$ cat src/verilog/crbs_consts.vh
// constants for the core reset and boot sequencer
`ifndef CRBS_CONSTS_VH
`define CRBS_CONSTS_VH
`define CRBS_SP_VEC_ADDR 32'h00000000
`define CRBS_PC_VEC_ADDR 32'h00000004
`define CRBS_VBASE_RST 32'h00000000
`define CRBS_IPM_MAX 3'h7
`define CRBS_FAMILY_MSB 31
`define CRBS_FAMILY_LSB 24
`define CRBS_VER_MSB 23
`define CRBS_VER_LSB 20
`define CRBS_REV_MSB 19
`define CRBS_REV_LSB 16
`define CRBS_ISA_MSB 7
`define CRBS_ISA_LSB 4
`define CRBS_DBG_MSB 3
`define CRBS_DBG_LSB 0
`define CRBS_MAC_BIT 15
`define CRBS_DIV_BIT 14
`define CRBS_ENHANCED_MULT_ACC_PRESENT_FLAG_BIT 13
`define CRBS_FPU_BIT 12
`define CRBS_FLASH_MSB 23
`define CRBS_FLASH_LSB 19
`define CRBS_RAM_MSB 7
`define CRBS_RAM_LSB 3
`define CRBS_MEM_RSVD_MSB 15
`define CRBS_MEM_RSVD_LSB 8
`define CRBS_MEM_RSVD_VAL 8'h10
`define CRBS_FLASH_NONE 5'h00
`define CRBS_FLASH_64K 5'h08
`define CRBS_FLASH_512K 5'h0b
`define CRBS_RAM_NONE 5'h00
`define CRBS_RAM_512B 5'h02
`define CRBS_RAM_32K 5'h0e
`define CRBS_RAM_128K 5'h12
`endif

$ cat src/verilog/crbs_core_reset_boot_sequencer.v
// reset exception and boot vector fetch sequencer of the processor core
// Overview of operation
// (RULE1) reset outranks all exceptions and abandons work in progress unrecoverably.
// (RULE2) reset sets supervisor flag and clears trace flag.
// (RULE3) reset clears master state flag and sets interrupt mask to seven.
// (RULE4) vector base written to zero after status register initialisation.
// (RULE5) reset disables control registers of core-local memories.
// (RULE6) after bus grant read word 0 into stack pointer, word 4 into pc.
// (RULE7) then fetch first instruction from loaded pc and run.
// (RULE8) access or address error before first instruction completes halts in double fault.
// (RULE9) after reset release load feature word and memory size word into data registers.
// (RULE10) feature word top byte is a fixed read-only family code.
// (RULE11) feature word holds fixed version and revision nibbles below family field.
// (RULE12) bits 15..12 are unit presence flags; divider, enhanced_mult_acc_present_flag, float read zero.
// (RULE13) bits 7..4 instruction set revision, 3..0 debug revision; 11..8 reserved.
// (RULE14) memory word bits 23..19 flash size, bits 7..3 sram size.
// (RULE15) sram codes: 0 none, 2 is 512 bytes, doubling to 0e, 12 is 128k.
// (RULE16) memory word bits 15..8 reset to fixed pattern, other reserved bits zero.
// (RULE17) debugger reads both configuration data registers, read only.
// (RULE18) double fault halt persists until a new reset.
// (RULE19) while reset held, hold state and issue no bus cycles.
`timescale 1ns/10ps
`include "crbs_consts.vh"

module crbs_core_reset_boot_sequencer #(
  parameter [7:0] FAMILY_CODE = 8'h5a, // arbitrary identification value
  parameter [3:0] VERSION_CODE = 4'h3, // arbitrary identification value
  parameter [3:0] REVISION_CODE = 4'h4, // arbitrary identification value
  parameter [3:0] ISA_CODE = 4'h6, // arbitrary identification value
  parameter [3:0] DEBUG_CODE = 4'h7, // arbitrary identification value
  parameter MAC_PRESENT = 1'b1, // multiply-accumulate unit fitted
  parameter [4:0] FLASH_SIZE_CODE = 5'h08, // flash size code
  parameter [4:0] RAM_SIZE_CODE = 5'h0e // sram size code
) (
  input wire clk_in, // core clock, 50 MHz
  input wire rst_in, // synchronous reset, active high
  input wire bus_grant_in, // bus granted to the core
  input wire [31:0] bus_rdata_in, // read data from memory
  input wire bus_ack_in, // read cycle complete
  input wire bus_access_err_in, // access error on current cycle
  input wire bus_addr_err_in, // address error on current cycle
  input wire insn_done_in, // first instruction completed by execution
  input wire dbg_sel_in, // debug port selects word: 0 feature, 1 memory
  output reg bus_req_out, // read cycle request, held across both vector reads until the pc vector ack or an error
  output reg [31:0] bus_addr_out, // read address
  output reg [31:0] fetch_pc_out, // address of instruction to fetch
  output reg fetch_start_out, // one-cycle pulse: begin execution
  output reg running_out, // normal execution under way
  output reg halted_out, // double fault halt
  output reg supervisor_flag_out, // status supervisor flag
  output reg trace_flag_out, // status trace flag
  output reg master_state_flag_out, // status master state flag
  output reg [2:0] interrupt_priority_mask_out, // status interrupt mask
  output reg [31:0] vector_base_out, // vector base register
  output reg local_mem_enable_out, // local memory control enable
  output reg [31:0] stack_ptr_out, // supervisor stack pointer
  output reg [31:0] core_feature_word_out, // data register zero
  output reg [31:0] local_memory_size_word_out, // data register one
  output reg [31:0] dbg_rdata_out // debug port read data
);

  localparam [2:0] ST_INIT = 3'h0;
  localparam [2:0] ST_WAIT_GRANT = 3'h1;
  localparam [2:0] ST_FETCH_SP = 3'h2;
  localparam [2:0] ST_FETCH_PC = 3'h3;
  localparam [2:0] ST_FIRST = 3'h4;
  localparam [2:0] ST_RUN = 3'h5;
  localparam [2:0] ST_HALT = 3'h6;

  reg [2:0] state_reg;
  reg [2:0] state_next;
  wire [31:0] feature_word;
  wire [31:0] memsize_word;
  wire bus_err;

  // fixed configuration words; unit flags for divider, enhanced_mult_acc_present_flag, float wired to zero
  assign feature_word = {FAMILY_CODE, VERSION_CODE, REVISION_CODE, // RULE10 RULE11
                         MAC_PRESENT, 1'b0, 1'b0, 1'b0, // RULE12
                         4'h0, ISA_CODE, DEBUG_CODE}; // RULE13
  assign memsize_word = {8'h00, FLASH_SIZE_CODE, 3'h0, // RULE14
                         `CRBS_MEM_RSVD_VAL, RAM_SIZE_CODE, 3'h0}; // RULE15 RULE16
  assign bus_err = bus_access_err_in | bus_addr_err_in;

  // boot sequence; any error during the vector reads or the first-instruction wait ends in halt
  always @* begin
    state_next = state_reg;
    case (state_reg)
      ST_INIT: begin
        state_next = ST_WAIT_GRANT; // RULE4 vector base cleared after status init
      end
      ST_WAIT_GRANT: begin
        if (bus_grant_in) begin
          state_next = ST_FETCH_SP; // RULE6
        end
      end
      ST_FETCH_SP: begin
        if (bus_err) begin
          state_next = ST_HALT; // RULE8
        end else if (bus_ack_in) begin
          state_next = ST_FETCH_PC;
        end
      end
      ST_FETCH_PC: begin
        if (bus_err) begin
          state_next = ST_HALT; // RULE8
        end else if (bus_ack_in) begin
          state_next = ST_FIRST; // RULE7
        end
      end
      ST_FIRST: begin
        if (bus_err) begin
          state_next = ST_HALT; // RULE8
        end else if (insn_done_in) begin
          state_next = ST_RUN;
        end
      end
      ST_RUN: begin
        state_next = ST_RUN;
      end
      ST_HALT: begin
        state_next = ST_HALT; // RULE18 only reset leaves
      end
      default: begin
        state_next = ST_HALT;
      end
    endcase
  end

  // state and outputs; reset wins over everything and drops all bus activity
  always @(posedge clk_in) begin
    if (rst_in) begin
      state_reg <= ST_INIT; // RULE1
      bus_req_out <= 1'b0; // RULE19
      bus_addr_out <= `CRBS_SP_VEC_ADDR;
      fetch_pc_out <= 32'h00000000;
      fetch_start_out <= 1'b0;
      running_out <= 1'b0;
      halted_out <= 1'b0;
      supervisor_flag_out <= 1'b1; // RULE2
      trace_flag_out <= 1'b0; // RULE2
      master_state_flag_out <= 1'b0; // RULE3
      interrupt_priority_mask_out <= `CRBS_IPM_MAX; // RULE3
      vector_base_out <= 32'hffffffff;
      local_mem_enable_out <= 1'b0; // RULE5
      stack_ptr_out <= 32'h00000000;
      core_feature_word_out <= 32'h00000000;
      local_memory_size_word_out <= 32'h00000000;
      dbg_rdata_out <= 32'h00000000;
    end else begin
      state_reg <= state_next;
      fetch_start_out <= 1'b0;
      // debug port sees the data registers as read only
      dbg_rdata_out <= dbg_sel_in ? local_memory_size_word_out
                                  : core_feature_word_out; // RULE17
      case (state_reg)
        ST_INIT: begin
          vector_base_out <= `CRBS_VBASE_RST; // RULE4
          core_feature_word_out <= feature_word; // RULE9
          local_memory_size_word_out <= memsize_word; // RULE9
        end
        ST_WAIT_GRANT: begin
          if (bus_grant_in) begin
            bus_req_out <= 1'b1; // RULE6
            bus_addr_out <= `CRBS_SP_VEC_ADDR;
          end
        end
        ST_FETCH_SP: begin
          if (bus_err) begin
            bus_req_out <= 1'b0;
            halted_out <= 1'b1; // RULE8
          end else if (bus_ack_in) begin
            stack_ptr_out <= bus_rdata_in; // RULE6
            bus_addr_out <= `CRBS_PC_VEC_ADDR;
          end
        end
        ST_FETCH_PC: begin
          if (bus_err) begin
            bus_req_out <= 1'b0;
            halted_out <= 1'b1; // RULE8
          end else if (bus_ack_in) begin
            bus_req_out <= 1'b0;
            fetch_pc_out <= bus_rdata_in; // RULE6 RULE7
            fetch_start_out <= 1'b1; // RULE7
          end
        end
        ST_FIRST: begin
          if (bus_err) begin
            halted_out <= 1'b1; // RULE8
          end else if (insn_done_in) begin
            running_out <= 1'b1;
          end
        end
        default: begin
          bus_req_out <= 1'b0;
        end
      endcase
    end
  end

endmodule // crbs_core_reset_boot_sequencer
$ cat config.mk
export PLATFORM = sky130hd
export DESIGN_NAME = crbs_core_reset_boot_sequencer
export DESIGN_NICKNAME = d
export VERILOG_FILES = /design/src/verilog/crbs_core_reset_boot_sequencer.v
export VERILOG_INCLUDE_DIRS = /design/src /design/src/verilog
export SDC_FILE = /design/constraint.sdc
export NUM_CORES = 1
export LEC_CHECK = 0
export ABC_AREA = 1
export BUFFER_PORTS_ARGS = -buffer_cell sky130_fd_sc_hd__buf_4
export CORE_AREA = 2 2 106 108
export CTS_CLUSTER_DIAMETER = 80
export DETAILED_ROUTE_END_ITERATION = 10
export DIE_AREA = 0 0 108 110
export PLACE_DENSITY = 0.81
export RECOVER_POWER = 25
export SLEW_MARGIN = 20
export SYNTH_ARGS = -nofsm -noshare
export SYNTH_HDL_FRONTEND = slang
export SYNTH_SLANG_ARGS = --single-unit
$ cat constraint.sdc
create_clock -name clk_in -period 2.1 [get_ports clk_in]
set_input_delay 0.21 -clock clk_in [delete_from_list [all_inputs] [get_ports clk_in]]
set_output_delay 0.21 -clock clk_in [all_outputs]
set_load 0.01 [all_outputs]
==> results.py <==
metrics = {
    "status": {
        "result_of_the_run": "finished clean",
    },
    "detailed_routing": {
        "drt_wl_total_um": 9120,
        "wl_per_cell_um": 11.7,
        "drc": 0,
        "ant_nets": 0,
        "route.vias.total": 3228,
        "post_drt_via_cell_ratio": 4.14,
        "dr.pass1.iters": 4,
        "drt_iter0_markers": 137,
    },
    "worst_setup_path": {
        "crit_type": "register to register",
        "worst-path-max-fanout": 32,
        "setup.worst_path.end_class": "register",
        "timing.rr.start": "state_reg[2]",
        "timing.reg2reg.worst_path_depth": 6,
        "worstSetupStartpointType": "register",
        "worst_reg2reg_endpoint": "fetch_pc_out[6]",
        "r2r_setup_slack_ns": 0.53,
        "cp_data_arrival_time_ns": 1.86,
        "worst_ep_required_time_ns": 2.38,
    },
    "final_layout": {
        "syn2layout_area_growth_pct": 14.2,
        "fin_util_pct": 42.6,
        "multiInputGateArea_um2": 1460,
        "fillCellCount": 1153,
        "final_layout_size_suffix_gt1_share_pct": 23.4,
        "num_antenna_cells": 0,
        "fin_cells": 780,
        "seqCellArea_um2": 1540,
        "reg.largest.list": "fetch_pc_out: 32 flops, stack_ptr_out: 32 flops",
        "design.final.nets": 675,
    },
    "hold_path": {
        "hold-path-endpoint": "dbg_rdata_out[0]",
        "hold_start": "dbg_sel_in",
        "min_delay_path_depth": 2,
        "min_path_type": "input port to register",
    },
    "timing": {
        "slew_headroom_pct": 59.6,
        "fin_skew_ns": 0.0140,
        "drv_slew": 0,
        "max_freq_ghz": 0.636,
        "rsz0062_at_grt": "no",
        "final_period_util_pct": 74.9,
        "max_slew.worst_pin.slew_ns": 0.605,
        "post-route-min-period_ns": 1.57,
        "final-setup-viol-count": 0,
        "finalHoldViolCount": 0,
        "tns_ns": 0,
    },
    "die": {
        "rows": 38,
        "design.core.area_um2": 10700,
        "die-width_um": 108,
        "floorplan.die.height_um": 110,
        "die_area_um2": 11900,
        "floorplan.initialDensity_pct": 37.3,
        "number_of_top_level_design_ports": 275,
    },
    "global_route": {
        "antenna_found_initial": 0,
        "remaining_global_route_overflow": 0,
        "grt_first_pass_wirelength_um": 13200,
        "grt_pass1_vias": 2662,
        "global_route.usage.total_pct": 14.1,
        "grt_max_degree": 55,
    },
    "clocking": {
        "insertion_delay_of_the_later_clocked_pin_in_the_worst_skew_pair_ns": 0.35,
        "setup_repair_bufs_after_cts": 0,
        "postCtsHoldBufs": 0,
        "cts_max_level": 3,
        "clockRootBuffer": "clkbuf_8",
        "clockBufferDepth": 2,
        "cts_tree": "done",
        "cts_made_buffers": 9,
        "path_clk_slew_ns": 0.09,
        "cts_num_sinks": 77,
        "count_of_cells_resized_by_post_cts_repair": 0,
    },
    "synthesis": {
        "number_of_warnings_printed_during_yosys_synthesis": 0,
        "async_reset_ff_share_pct": 0,
        "netlist_area_um2": 3990,
        "synth_cells": 528,
        "yosysTopAreaCellShare_pct": 38.7,
        "synth_area_leaders": "dfxtp_1, buf_4, nor2_1",
        "synth_area_leader_cell": "dfxtp_1",
        "synth_area_per_cell_um2": 7.55,
        "synth_common_cells": "buf_4, nor2_1, dfxtp_1, o21ai_0, nand2_1",
        "synth_flop_cell": "dfxtp_1",
        "synth_edf_count": 0,
        "leading_cell_type_by_number_of_instances_after_synthesis": "buf_4",
        "synth_seq_area_share_pct": 38.7,
        "ys_seq_elements": 77,
        "synth.lib_cells_used.distinct": 19,
    },
    "flow_run": {
        "max_cap_violations": 0,
    },
    "placement": {
        "place_congestion": 0.891,
        "buffer_ports.inserted": 174,
        "dp.cells": 764,
        "hpwl_after_detailed_placement_um": 6500,
    },
    "power_and_ir_drop": {
        "power_density_normalized_to_cell_area_nw_per_um2": 966,
        "vdd.ir_drop.worst_v": 0.000462,
        "reported_leakage_power_nw": 2.32,
    },
}
## critical path, stage by stage (launching register included)
cell     delay, ns
dfxtp_1       0.37
inv_1         0.15
nand3_1       0.18
nor3_4        0.18
buf_4         0.33
o21ai_0       0.15
nor2_1        0.13
## per-stage QoR
stage	worst slack [ns]	total power [mW]	area, µm²	hold slack [ns]
after floorplan	0.796	3.19	4360	0.282
after global placement	0.603	3.45	4570	0.388
after detailed placement	0.575	3.47	4570	0.390
after CTS	0.526	4.49	4750	0.0237
after global routing	0.387	4.68	4550	0.0194
final	0.527	4.40	4550	0.0386
## cells by family (layout without fill, tap and decap cells)
family | after synthesis | after routing | synth area share (%)
AND/OR/NAND/NOR | 181 | 181 | 18.0
other | 2 | 100 | 0.188
AO/OA/AOI/OAI | 73 | 73 | 9.19
buffers and inverters | 195 | 209 | 34.0
flip-flops | 77 | 77 | 38.7
## worst max path at each step
stage                   startpoint             endpoint  slack, ns
2_1_floorplan  vector_base_out[30]  vector_base_out[10]       0.80
3_3_place_gp       bus_addr_err_in     fetch_pc_out[16]       0.60
3_5_place_dp       bus_addr_err_in    stack_ptr_out[12]       0.58
4_1_cts               state_reg[2]      fetch_pc_out[6]       0.53
5_1_grt               state_reg[0]    stack_ptr_out[10]       0.39
6_report              state_reg[2]      fetch_pc_out[6]       0.53
## cell usage in the layout, fill, tap and decap left out, types with 2 or more instances in the layout
| cell | Yosys | layout |
|---|---|---|
| inv_2 | 4 | 4 |
| clkinv_4 | 0 | 2 |
| a21oi_1 | 5 | 5 |
| o21ai_0 | 61 | 61 |
| clkbuf_1 | 7 | 53 |
| dfxtp_1 | 77 | 77 |
| nor2_1 | 147 | 147 |
| nand3_1 | 8 | 8 |
| nor2_2 | 2 | 2 |
| buf_4 | 162 | 126 |
| clkbuf_8 | 0 | 9 |
| inv_1 | 10 | 10 |
| clkinvlp_4 | 0 | 2 |
| nand2_1 | 21 | 21 |
| o21ai_1 | 6 | 6 |
| conb_1 | 2 | 100 |
## routing by layer
layer | GRT usage, % | part of all wire [%]
met5 | 0 | 0
met2 | 23.2 | 48
met1 | 16.7 | 40
met3 | 5.76 | 11
met4 | 4.67 | 1.1
## cell type report
class	count	share of cell area [%]
clock buffer	9	2.72
tap	140	3.85
inverter	14	1.15
timing repair buffer	179	25.1
clock inverter	7	1.26
multi-input combinational	354	32.0
sequential	77	33.8
## power by group
group	internal, mW	switching (mW)
clock network	0.443	0.590
logic	0.756	0.888
registers	1.58	0.140
No activity file was read; power rests on OpenSTA's default activity.
